**src/modem_cfg_params.svh**
```systemverilog
// register offsets, field positions, reset values and timing counts of the modem configuration block
`ifndef MODEM_CFG_PARAMS_SVH
`define MODEM_CFG_PARAMS_SVH
`define OFS_TX_MOD 12'h008
`define OFS_CLK_DIV 12'h00C
`define OFS_DEMOD 12'h010
`define OFS_IF_FILT 12'h014
`define OFS_FINE_CAL 12'h018
`define OFS_READBACK 12'h01C
`define OFS_MODE 12'h020
`define OFS_STATUS 12'h024
`define OFS_SCRATCH_BASE 5'h08
`define NUM_CFG_REGS 6
`define RESET_WORD 32'h0000_0000
// transmit_modulation fields
`define TXM_PA_ON 7
`define TXM_RAMP_LSB 8
`define TXM_LEVEL_LSB 13
`define TXM_DEV_LSB 19
`define TXM_SCHEME_LSB 28
`define TXM_ALPHA 31
// clock_divider_setup fields
`define CDV_BBOS_LSB 4
`define CDV_DEMOD_LSB 6
`define CDV_CDR_LSB 10
`define CDV_SEQ_LSB 18
`define CDV_AGC_LSB 26
// if_filter_setup fields
`define IFF_COARSE 4
`define IFF_ADJ_LSB 14
// fine_calibration_setup fields
`define FCS_FINE_EN 4
`define FCS_DWELL_LSB 5
`define FCS_IMG_STR_LSB 28
`define FCS_IMG_HALF 30
// mode register fields
`define MOD_TX 0
`define MOD_RX 1
`define MOD_ADC_UP 2
// counts
`define FINE_TONE_PERIODS 4'hA
`define COARSE_CYCLES 16'h0040
`define DEV_SHIFT 16
`endif

```
**src/modem_cfg_pkg.sv**
```systemverilog
// types shared by the modem configuration block
package modem_cfg_pkg;
  typedef enum logic [3:0] {
    CAL_IDLE = 4'h1,
    CAL_COARSE = 4'h2,
    CAL_FINE = 4'h4,
    CAL_DONE = 4'h8
  } cal_state_e;
  typedef enum logic [2:0] {
    PA_OFF = 3'h1,
    PA_UP = 3'h2,
    PA_DOWN = 3'h4
  } pa_state_e;
endpackage : modem_cfg_pkg

```
**src/cfg_bus_if.sv**
```systemverilog
// write and read port bundle between the bus slave and the register store
`timescale 1ns/1ps
`default_nettype none
interface cfg_bus_if;
  logic we;
  logic [2:0] idx;
  logic [31:0] wdata;
  logic [2:0] ridx;
  logic [31:0] rdata;
  modport ctl (output we, output idx, output wdata, output ridx, input rdata);
  modport mem (input we, input idx, input wdata, input ridx, output rdata);
endinterface : cfg_bus_if
`default_nettype wire

```
**src/cfg_word_store.sv**
```systemverilog
// small register store for the configuration words, registered read data
`include "modem_cfg_params.svh"
`timescale 1ns/1ps
`default_nettype none
module cfg_word_store #(
  parameter int DEPTH = 6
) (
  input wire logic pclk,
  input wire logic presetn,
  cfg_bus_if.mem bus
);
  logic [31:0] mem_q [DEPTH];
  logic [31:0] mem_d [DEPTH];
  logic [31:0] rd_q;
  logic [31:0] rd_d;

  always_comb begin
    for (int i = 0; i < DEPTH; i++) begin
      mem_d[i] = (bus.we && bus.idx == 3'(i)) ? bus.wdata : mem_q[i];
    end
    rd_d = (int'(bus.ridx) < DEPTH) ? mem_q[bus.ridx] : `RESET_WORD;
  end

  always_ff @(posedge pclk or negedge presetn) begin
    if (!presetn) begin
      for (int i = 0; i < DEPTH; i++) begin
        mem_q[i] <= `RESET_WORD;
      end
      rd_q <= `RESET_WORD;
    end else begin
      mem_q <= mem_d;
      rd_q <= rd_d;
    end
  end

  assign bus.rdata = rd_q;
endmodule : cfg_word_store
`default_nettype wire

```
**src/radio_modem_config_and_cal.sv**
```systemverilog
// configuration registers, clock dividers, amplifier ramp and filter calibration sequencer
`include "modem_cfg_params.svh"
`timescale 1ns/1ps
`default_nettype none
module radio_modem_config_and_cal (
  input wire logic pclk,
  input wire logic presetn,
  input wire logic psel,
  input wire logic penable,
  input wire logic pwrite,
  input wire logic [11:0] paddr,
  input wire logic [31:0] pwdata,
  input wire logic [3:0] pstrb,
  output logic [31:0] prdata,
  output logic pready,
  output logic pslverr,
  input wire logic [15:0] phase_compare_frequency_khz,
  output logic [24:0] deviation_hz,
  output logic [2:0] tone_multiplier,
  output logic tone_negative,
  output logic [5:0] amplifier_level,
  output logic amplifier_on,
  output logic rolloff_wide,
  output logic baseband_offset_clock,
  output logic demod_clock,
  output logic recovery_clock,
  output logic sequencer_clock,
  output logic gain_update_clock,
  output logic cal_busy,
  output logic cal_complete,
  output logic [5:0] filter_adjust,
  output logic [1:0] image_source_strength,
  output logic image_source_halved,
  output logic strength_readback_valid,
  output logic voltage_readback_valid,
  output logic adc_powered
);
  localparam int NREG = `NUM_CFG_REGS;

  cfg_bus_if bus ();
  cfg_word_store #(.DEPTH(NREG)) u_store (.pclk(pclk), .presetn(presetn), .bus(bus));

  // shadow copies so field decode does not wait on the store's read port
  logic [31:0] txm_q, cdv_q, iff_q, fcs_q, mode_q;
  logic [31:0] txm_d, cdv_d, iff_d, fcs_d, mode_d;
  logic [31:0] prdata_q, prdata_d;
  logic pready_q, pready_d, pslverr_q, pslverr_d;
  logic rd_pend_q, rd_pend_d;
  logic cal_kick_q, cal_kick_d;

  function automatic logic [2:0] addr_index(input logic [11:0] a);
    return 3'(a[4:2] - 3'd2);
  endfunction : addr_index

  wire logic setup = psel && !penable;
  wire logic cfg_hit = (paddr >= `OFS_TX_MOD) && (paddr <= `OFS_READBACK) && (paddr[1:0] == 2'b00);
  wire logic mode_hit = paddr == `OFS_MODE;
  wire logic stat_hit = paddr == `OFS_STATUS;
  wire logic wr_now = setup && pwrite && (pstrb == 4'hF);
  wire logic [31:0] status_word = {26'h0, adc_powered, voltage_readback_valid, strength_readback_valid,
                                   cal_complete, cal_busy, amplifier_on};

  // one wait state for configuration word reads only, none for other accesses: setup is decoded, access phase answers
  always_comb begin
    txm_d = txm_q;
    cdv_d = cdv_q;
    iff_d = iff_q;
    fcs_d = fcs_q;
    mode_d = mode_q;
    pready_d = setup;
    pslverr_d = setup && !(cfg_hit || mode_hit || stat_hit);
    rd_pend_d = setup && !pwrite && cfg_hit;
    prdata_d = prdata_q;
    cal_kick_d = 1'b0;
    bus.we = 1'b0;
    bus.idx = addr_index(paddr);
    bus.wdata = pwdata;
    bus.ridx = addr_index(paddr);
    if (setup && pwrite && pstrb != 4'hF) begin
      // partial writes refused so a word never lands half updated
      pslverr_d = 1'b1;
    end
    if (wr_now && cfg_hit) begin
      bus.we = 1'b1;
      unique case (paddr)
        `OFS_TX_MOD: txm_d = pwdata;
        `OFS_CLK_DIV: cdv_d = pwdata;
        `OFS_IF_FILT: begin
          iff_d = pwdata;
          cal_kick_d = pwdata[`IFF_COARSE];
        end
        `OFS_FINE_CAL: fcs_d = pwdata;
        default: ;
      endcase
    end
    if (wr_now && mode_hit) begin
      mode_d = {29'h0, pwdata[2:0]};
    end
    if (setup && !pwrite) begin
      prdata_d = mode_hit ? mode_q : stat_hit ? status_word : `RESET_WORD;
    end
    if (rd_pend_q) begin
      prdata_d = bus.rdata;
      pready_d = 1'b1;
    end
    if (rd_pend_d) begin
      pready_d = 1'b0;
    end
  end

  always_ff @(posedge pclk or negedge presetn) begin
    if (!presetn) begin
      txm_q <= `RESET_WORD;
      cdv_q <= `RESET_WORD;
      iff_q <= `RESET_WORD;
      fcs_q <= `RESET_WORD;
      mode_q <= `RESET_WORD;
      prdata_q <= `RESET_WORD;
      pready_q <= 1'b0;
      pslverr_q <= 1'b0;
      rd_pend_q <= 1'b0;
      cal_kick_q <= 1'b0;
    end else begin
      txm_q <= txm_d;
      cdv_q <= cdv_d;
      iff_q <= iff_d;
      fcs_q <= fcs_d;
      mode_q <= mode_d;
      prdata_q <= prdata_d;
      pready_q <= pready_d;
      pslverr_q <= pslverr_d;
      rd_pend_q <= rd_pend_d;
      cal_kick_q <= cal_kick_d;
    end
  end

  assign prdata = prdata_q;
  assign pready = pready_q;
  assign pslverr = pslverr_q;

  // clock dividers; each output toggles at half its divide count
  logic [4:0] div_cnt_q [5], div_cnt_d [5];
  logic [4:0] div_clk_q, div_clk_d;
  logic [4:0] div_val [5];
  logic [4:0] seq_tick;
  always_comb begin
    div_val[0] = {2'b0, 1'b1, cdv_q[`CDV_BBOS_LSB +: 2]};
    div_val[1] = {1'b0, cdv_q[`CDV_DEMOD_LSB +: 4]};
    div_val[2] = cdv_q[`CDV_CDR_LSB +: 5];
    div_val[3] = cdv_q[`CDV_SEQ_LSB +: 5];
    div_val[4] = cdv_q[`CDV_AGC_LSB +: 5];
    for (int i = 0; i < 5; i++) begin
      seq_tick[i] = (div_cnt_q[i] == 5'h0);
      // recovery and gain dividers run off their parent's ticks
      div_cnt_d[i] = div_cnt_q[i];
      div_clk_d[i] = div_clk_q[i];
      if ((i == 2 && seq_tick[1] || i == 4 && seq_tick[3] || i < 2 || i == 3)) begin
        div_cnt_d[i] = seq_tick[i] ? ((div_val[i] > 5'h1) ? div_val[i] - 5'h1 : 5'h0) : div_cnt_q[i] - 5'h1;
        // toggling at the wrap and at mid count keeps the period equal to the divide count for counts of 2 or more; 0 and 1 give a period of 2
        div_clk_d[i] = (seq_tick[i] || div_cnt_q[i] == (div_val[i] >> 1)) ? ~div_clk_q[i] : div_clk_q[i];
      end
    end
  end
  always_ff @(posedge pclk or negedge presetn) begin
    if (!presetn) begin
      for (int i = 0; i < 5; i++) begin
        div_cnt_q[i] <= 5'h0;
      end
      div_clk_q <= 5'h0;
    end else begin
      div_cnt_q <= div_cnt_d;
      div_clk_q <= div_clk_d;
    end
  end
  assign baseband_offset_clock = div_clk_q[0];
  assign demod_clock = div_clk_q[1];
  assign recovery_clock = div_clk_q[2];
  assign sequencer_clock = div_clk_q[3];
  assign gain_update_clock = div_clk_q[4];

  // modulation outputs
  logic [24:0] dev_q, dev_d;
  logic [2:0] tone_q, tone_d;
  logic neg_q, neg_d, alpha_q, alpha_d;
  always_comb begin
    // 64-bit product: full-scale field times full-scale frequency overflows 32 bits
    dev_d = 25'((64'(txm_q[`TXM_DEV_LSB +: 9]) * 64'(phase_compare_frequency_khz) * 64'h3E8) >> `DEV_SHIFT);
    if (txm_q[`TXM_SCHEME_LSB +: 3] == 3'h7) begin
      dev_d = dev_d >> 1;
    end
    // four-level schemes alternate outer and inner tones with the sequencer clock level, outer while it is high
    tone_d = (txm_q[`TXM_SCHEME_LSB +: 3] == 3'h3 || txm_q[`TXM_SCHEME_LSB +: 3] == 3'h6)
             ? (div_clk_q[3] ? 3'h3 : 3'h1) : 3'h1;
    neg_d = div_clk_q[4];
    alpha_d = txm_q[`TXM_ALPHA];
  end
  always_ff @(posedge pclk or negedge presetn) begin
    if (!presetn) begin
      dev_q <= 25'h0;
      tone_q <= 3'h1;
      neg_q <= 1'b0;
      alpha_q <= 1'b0;
    end else begin
      dev_q <= dev_d;
      tone_q <= tone_d;
      neg_q <= neg_d;
      alpha_q <= alpha_d;
    end
  end
  assign deviation_hz = dev_q;
  assign tone_multiplier = tone_q;
  assign tone_negative = neg_q;
  assign rolloff_wide = alpha_q;

  // amplifier ramp
  modem_cfg_pkg::pa_state_e pa_q, pa_d;
  logic [5:0] lvl_q, lvl_d;
  logic [7:0] ramp_cnt_q, ramp_cnt_d;
  logic pa_out_q, pa_out_d;
  wire logic [5:0] lvl_target = txm_q[`TXM_LEVEL_LSB +: 6];
  wire logic [7:0] ramp_period = 8'h1 << (3'h7 - txm_q[`TXM_RAMP_LSB +: 3]);
  wire logic want_on = mode_q[`MOD_TX] && txm_q[`TXM_PA_ON];
  wire logic step = ramp_cnt_q == 8'h0;
  always_comb begin
    pa_d = pa_q;
    lvl_d = lvl_q;
    ramp_cnt_d = step ? ramp_period : ramp_cnt_q - 8'h1;
    pa_out_d = lvl_q != 6'h0;
    unique case (pa_q)
      modem_cfg_pkg::PA_OFF: if (want_on) pa_d = modem_cfg_pkg::PA_UP;
      modem_cfg_pkg::PA_UP: begin
        if (txm_q[`TXM_RAMP_LSB +: 3] == 3'h0) lvl_d = lvl_target; // no ramp
        else if (step && lvl_q < lvl_target) lvl_d = lvl_q + 6'h1;
        else if (step && lvl_q > lvl_target) lvl_d = lvl_q - 6'h1;
        if (!txm_q[`TXM_PA_ON]) pa_d = modem_cfg_pkg::PA_DOWN;
      end
      modem_cfg_pkg::PA_DOWN: begin
        if (step && lvl_q != 6'h0) lvl_d = lvl_q - 6'h1;
        if (lvl_q == 6'h0 || txm_q[`TXM_RAMP_LSB +: 3] == 3'h0) begin
          lvl_d = 6'h0;
          pa_d = modem_cfg_pkg::PA_OFF;
        end
      end
    endcase
    if (!mode_q[`MOD_TX]) begin
      // leaving transmit drops the amplifier at once, no down ramp
      lvl_d = 6'h0;
      pa_d = modem_cfg_pkg::PA_OFF;
    end
  end
  always_ff @(posedge pclk or negedge presetn) begin
    if (!presetn) begin
      pa_q <= modem_cfg_pkg::PA_OFF;
      lvl_q <= 6'h0;
      ramp_cnt_q <= 8'h0;
      pa_out_q <= 1'b0;
    end else begin
      pa_q <= pa_d;
      lvl_q <= lvl_d;
      ramp_cnt_q <= ramp_cnt_d;
      pa_out_q <= pa_out_d;
    end
  end
  assign amplifier_level = lvl_q;
  assign amplifier_on = pa_out_q;

  // filter calibration sequencer; dwell counts sequencer ticks
  modem_cfg_pkg::cal_state_e cal_q, cal_d;
  logic [15:0] cal_cnt_q, cal_cnt_d;
  logic [3:0] tone_idx_q, tone_idx_d;
  logic seq_rise;
  logic seq_prev_q;
  logic [5:0] adj_q, adj_d;
  always_comb begin
    cal_d = cal_q;
    cal_cnt_d = cal_cnt_q;
    tone_idx_d = tone_idx_q;
    adj_d = adj_q;
    seq_rise = div_clk_q[3] && !seq_prev_q;
    unique case (cal_q)
      modem_cfg_pkg::CAL_IDLE, modem_cfg_pkg::CAL_DONE: begin
        if (cal_kick_q) begin
          cal_d = modem_cfg_pkg::CAL_COARSE;
          cal_cnt_d = `COARSE_CYCLES;
          adj_d = iff_q[`IFF_ADJ_LSB +: 6];
        end
      end
      modem_cfg_pkg::CAL_COARSE: begin
        cal_cnt_d = cal_cnt_q - 16'h1;
        if (cal_cnt_q == 16'h1) begin
          if (fcs_q[`FCS_FINE_EN]) begin
            cal_d = modem_cfg_pkg::CAL_FINE;
            cal_cnt_d = {3'h0, fcs_q[`FCS_DWELL_LSB +: 13]};
            tone_idx_d = 4'h0;
          end else begin
            cal_d = modem_cfg_pkg::CAL_DONE;
          end
        end
      end
      modem_cfg_pkg::CAL_FINE: begin
        if (seq_rise) begin
          cal_cnt_d = cal_cnt_q - 16'h1;
          if (cal_cnt_q <= 16'h1) begin
            cal_cnt_d = {3'h0, fcs_q[`FCS_DWELL_LSB +: 13]};
            tone_idx_d = tone_idx_q + 4'h1;
            if (tone_idx_q == `FINE_TONE_PERIODS - 4'h1) begin
              cal_d = modem_cfg_pkg::CAL_DONE;
              adj_d = 6'(adj_q + 6'(tone_idx_q));
            end
          end
        end
      end
    endcase
  end
  always_ff @(posedge pclk or negedge presetn) begin
    if (!presetn) begin
      cal_q <= modem_cfg_pkg::CAL_IDLE;
      cal_cnt_q <= 16'h0;
      tone_idx_q <= 4'h0;
      seq_prev_q <= 1'b0;
      adj_q <= 6'h0;
    end else begin
      cal_q <= cal_d;
      cal_cnt_q <= cal_cnt_d;
      tone_idx_q <= tone_idx_d;
      seq_prev_q <= div_clk_q[3];
      adj_q <= adj_d;
    end
  end

  // calibration flags, image source bits, readback validity and converter power, registered
  logic busy_q, done_q, str_q, half_q, rssi_q, volt_q, adc_q;
  logic [1:0] strn_q;
  always_ff @(posedge pclk or negedge presetn) begin
    if (!presetn) begin
      busy_q <= 1'b0;
      done_q <= 1'b0;
      strn_q <= 2'h0;
      half_q <= 1'b0;
      rssi_q <= 1'b0;
      volt_q <= 1'b0;
      adc_q <= 1'b0;
    end else begin
      busy_q <= cal_d == modem_cfg_pkg::CAL_COARSE || cal_d == modem_cfg_pkg::CAL_FINE;
      done_q <= cal_d == modem_cfg_pkg::CAL_DONE;
      strn_q <= fcs_q[`FCS_IMG_STR_LSB +: 2];
      half_q <= fcs_q[`FCS_IMG_HALF];
      rssi_q <= mode_q[`MOD_RX];
      volt_q <= !mode_q[`MOD_RX] && (!mode_q[`MOD_TX] || mode_q[`MOD_ADC_UP]);
      adc_q <= !mode_q[`MOD_TX] || mode_q[`MOD_ADC_UP];
    end
  end
  assign cal_busy = busy_q;
  assign cal_complete = done_q;
  assign filter_adjust = adj_q;
  assign image_source_strength = strn_q;
  assign image_source_halved = half_q;
  assign strength_readback_valid = rssi_q;
  assign voltage_readback_valid = volt_q;
  assign adc_powered = adc_q;
endmodule : radio_modem_config_and_cal
`default_nettype wire

```
**config.mk**
```make
export PLATFORM = sky130hd
export DESIGN_NAME = radio_modem_config_and_cal
export DESIGN_NICKNAME = d
export VERILOG_FILES = /design/src/modem_cfg_pkg.sv /design/src/cfg_bus_if.sv /design/src/cfg_word_store.sv /design/src/radio_modem_config_and_cal.sv
export VERILOG_INCLUDE_DIRS = /design/src /design/src/src
export SDC_FILE = /design/constraint.sdc
export NUM_CORES = 1
export LEC_CHECK = 0
export BUFFER_PORTS_ARGS = -buffer_cell sky130_fd_sc_hd__buf_2
export CORE_MARGIN = 2
export CORE_UTILIZATION = 56
export DETAILED_ROUTE_END_ITERATION = 7
export PLACE_DENSITY_LB_ADDON = 0.25
export SYNTH_ARGS = -nofsm -noshare
export SYNTH_HDL_FRONTEND = slang
export SYNTH_SLANG_ARGS = --single-unit
```
**constraint.sdc**
```tcl
create_clock -name pclk -period 8.17 [get_ports pclk]
set_input_delay 0.817 -clock pclk [delete_from_list [all_inputs] [get_ports pclk]]
set_output_delay 0.817 -clock pclk [all_outputs]
set_load 0.005 [all_outputs]
```
==> impl_metrics.csv <==
group,metric,value,unit
cells_and_area,ff_latch_area,11000,um2
status,status,"complete, but fails checks",
clock_tree,clockRootBuffer,"clkbuf_16",
power,netSwitchingPower,0.00136,W
yosys,synth_compound_area_share,9.14,%
detailed_routing,dr.pass1.iters,6,
global_route,antenna_found_initial,2,
yosys,synth.cell_area,28300,um2
detailed_routing,num_vias,20153,
clock_tree,cts_made_buffers,45,
sta,timing.final.ws_setup,-0.0140,ns
detailed_routing,wire_per_inst,19.0,um
power,power_leakage,16.9,nW
placement,dp_hpwl,47300,um
yosys,synth_top_area_share,38.7,%
sta,fmax,122,MHz
sta,worstMarginPinSlew,1.23,ns
global_route,grt_usage,26.1,%
power,power_frac_comb,12.4,%
critical_path,cp_data_arrival_time,8.63,ns
floorplan,core-area,50000,um2
critical_path,critical-path-max-stage-delay,0.56,ns
status,violations,"negative setup slack",
yosys,synth_edf_count,0,
sta,holdWs,0.259,ns
floorplan,num_rows,82,
placement,place_ws,-0.734,ns
yosys,synth_seq_cells,439,
global_route,met1_usage,33.7,%
cells_and_area,multi_input_area,16500,um2
critical_path,path_max_fanout,5,
critical_path,ff2ff_setup_slack,-0.01,ns
global_route,grt_pass1_wl,110000,um
sta,slew_violations,0,
detailed_routing,route.detailed.drc,0,
detailed_routing,drtAntennaViolNets,0,
critical_path,end_kind,"register",
clock_tree,cts_max_level,2,
global_route,grt_util_met2,45.8,%
yosys,synth_xor_area_share,2.99,%
cells_and_area,layout.nets,3230,
power,p_clk_share,41.6,%
critical_path,cp_slowest_cell,"fa_1",
global_route,grt_util_met3,3.57,%
global_route,grt-ovfl-total,0,
yosys,synth_area_per_cell,11.1,um2
cells_and_area,drive_above_1_share,31.6,%
sta,post-route-min-period,8.18,ns
yosys,muxShareOfSynthArea,14.5,%
floorplan,die-width,229,um
critical_path,cp-startpoint,"txm_q[21]",
yosys,yosys.area.top_type,"dfrtp_1",
yosys,synth_flop_cell,"dfrtp_1",
clock_tree,clock_latency,0.57,ns
floorplan,initial_core_util,56.6,%
critical_path,crit_type,"register to register",
critical_path,critPathLaunchType,"register",
clock_tree,cts.path.max_buffers,3,
sta,final-hold-violation-count,0,
floorplan,die_h,229,um
critical_path,crit-reg2reg-launch,"txm_q[21]",
yosys,synth_simple_gate_area_share,9.38,%
power,p_per_area,154,nW/um2
sta,maxSlewHeadroom,17.5,%
placement,gp_congestion,0.878,
power,seqPwrFrac,46.0,%
power,ir_worst_vdd,0.000182,V
global_route,grt.busiest_layer,"met2",
critical_path,required,8.62,ns
sta,finalCritPeriodShare,100,%
cells_and_area,fillers,3788,
floorplan,die_area,52300,um2
sta,finalClockSkew,0.0128,ns
min_path,hp-class,"input port to asynchronous set/reset pin",
yosys,synth_top_family_by_area,"adder cells",
yosys,syn-instance-count,2543,
clock_tree,clock_sinks,439,
yosys,yosysUniqueCellTypes,86,
sta,rsz0062_at_grt,"yes",
detailed_routing,routed_wl,67200,um
clock_tree,clk_pin_slew,0.06,ns
placement,port_buffers,150,
yosys,ys_top_cells_by_area,"dfrtp_1 39%, fa_1 13%, mux2_2 11%",
detailed_routing,vias_per_cell,5.69,
power,switching_share,26.5,%
yosys,yosys_warnings,0,
global_route,grt_pass1_vias,21346,
critical_path,crit_path_frequent_cell,"fa_1",
critical_path,ff2ff_path_depth,34,
critical_path,r2r-end,"deviation_hz[13]",
yosys,yosysSeqAreaShare,38.9,%
cells_and_area,final_cell_area,33400,um2
cells_and_area,synthToLayoutAreaGrowth,18.1,%
yosys,synthArstFlopShare,100,%
power,internal_power,0.00377,W
clock_tree,cts_tree,"built",
job,maxCapViolCount,0,
sta,setup_viol_count_final,2,
yosys,synth_fa_ha_area_share,19.4,%
global_route,grt_max_degree,183,
floorplan,num_io_pins,159,
placement,postPlaceCellArea,31000,um2
detailed_routing,first_iter_violations,1303,
logic make-up (layout without fill, tap and decap cells):
logic type                 Yosys count  after routing
AOI/OAI and AO/OA                  399            399
xor gates and xnor gates            94             94
adders and majority gates          329            329
buffers and inverters              414            732
DFF                                439            439
muxes                              332            332
other                                2             10
and+or+nand+nor                    534            534
worst max-delay path, delay by kind of cell, from the launching register on:
family | cells | cell delay, ns
buffers and inverters | 7 | 0.51
multiplexers | 1 | 0.27
XOR/XNOR | 2 | 0.32
flip-flops | 1 | 0.44
AO/OA/AOI/OAI | 8 | 1.75
adder cells (fa/ha/maj) | 10 | 4.26
AND/OR/NAND/NOR | 6 | 0.49
sequential cells by signal, indices dropped and copies added (netlist names), 16 cells and up:
| register | count |
|---|---|
| div_cnt_q | 25 |
| prdata | 32 |
| cal_cnt_q | 16 |
| txm_q | 23 |
| u_store.mem_q | 192 |
| u_store.bus.rdata | 32 |
| deviation_hz | 19 |
| cdv_q | 21 |
| fcs_q | 17 |
cells in the final DEF, fill, tap and decap left out, drive strengths merged, types with 77 or more instances in the layout:
cell type | synthesis | layout
and2 | 77 | 77
ha | 144 | 144
a21oi | 94 | 94
inv | 297 | 298
fa | 184 | 184
o21ai | 121 | 121
mux2 | 292 | 292
nand2 | 173 | 173
buf | 35 | 354
nor2 | 109 | 109
dfrtp | 437 | 437
final cells by class:
class,count,share of cell area [%]
Antenna cell,2,0.0150
Clock buffer,64,3.98
Clock inverter,17,0.633
Tap cell,672,2.52
Sequential cell,439,33.0
Multi-Input combinational cell,1696,49.4
Timing Repair Buffer,354,7.18
Inverter,297,3.34
per-layer routing:
layer  vias up  share of wire, %
li1       9228                 -
met1     10349                42
met2       462                51
met3       114               4.3
met4         0               2.8
met5         -                 0
synth_stat cells, types with 12 or more instances:
cell	count
buf_1	15
o21ai_1	21
xnor2_1	59
nor2b_1	18
buf_2	12
nand2_1	173
a22oi_1	38
nand3_1	30
inv_1	296
clkbuf_1	81
mux4_2	32
mux2_2	268
nor2_1	107
ha_1	144
xor2_1	32
dfrtp_1	437
a21o_1	25
nand4_1	16
a21oi_1	93
fa_1	184
mux2_1	24
nor3_1	37
a22o_1	30
and2_1	76
o21ai_0	100
metrics by stage:
stage,total power (W),std cells,TNS (ns),utilization [%]
4_1_cts,0.00517,3523,-0.0145,65.8
3_3_place_gp,0.00300,3426,-7.01,62.1
5_1_grt,0.00535,3539,-2.71,66.8
6_report,0.00513,3541,-0.0240,66.8
3_5_place_dp,0.00303,3426,-7.78,62.1
2_1_floorplan,0.00280,2549,-1.79,-
worst max path at each step:
stage                             endpoint  depth (start not counted)
after global routing      deviation_hz[13]                         36
after global placement    deviation_hz[16]                         34
after CTS                 deviation_hz[16]                         35
final                     deviation_hz[13]                         34
after floorplan           deviation_hz[17]                         33
after detailed placement  deviation_hz[16]                         34
power groups by stage:
| stage | Clock, W | Sequential [W] | Combinational (W) |
|---|---|---|---|
| final | 0.00213 | 0.00236 | 0.000637 |
| after global routing | 0.00226 | 0.00237 | 0.000720 |
| after CTS | 0.00217 | 0.00236 | 0.000638 |
| after detailed placement | 0 | 0.00240 | 0.000636 |
| after global placement | 0 | 0.00239 | 0.000604 |
| after floorplan | 0 | 0.00237 | 0.000422 |
timing repair:
| item | in CTS | in global routing |
|---|---|---|
| resized for setup | 46 | 82 |
| buffers inserted | 17 | 17 |
| setup endpoints to repair | 12 | 16 |
| pin swaps | 47 | 55 |
| hold buffers | 0 | 0 |
No activity file was read; power rests on OpenSTA's default activity.
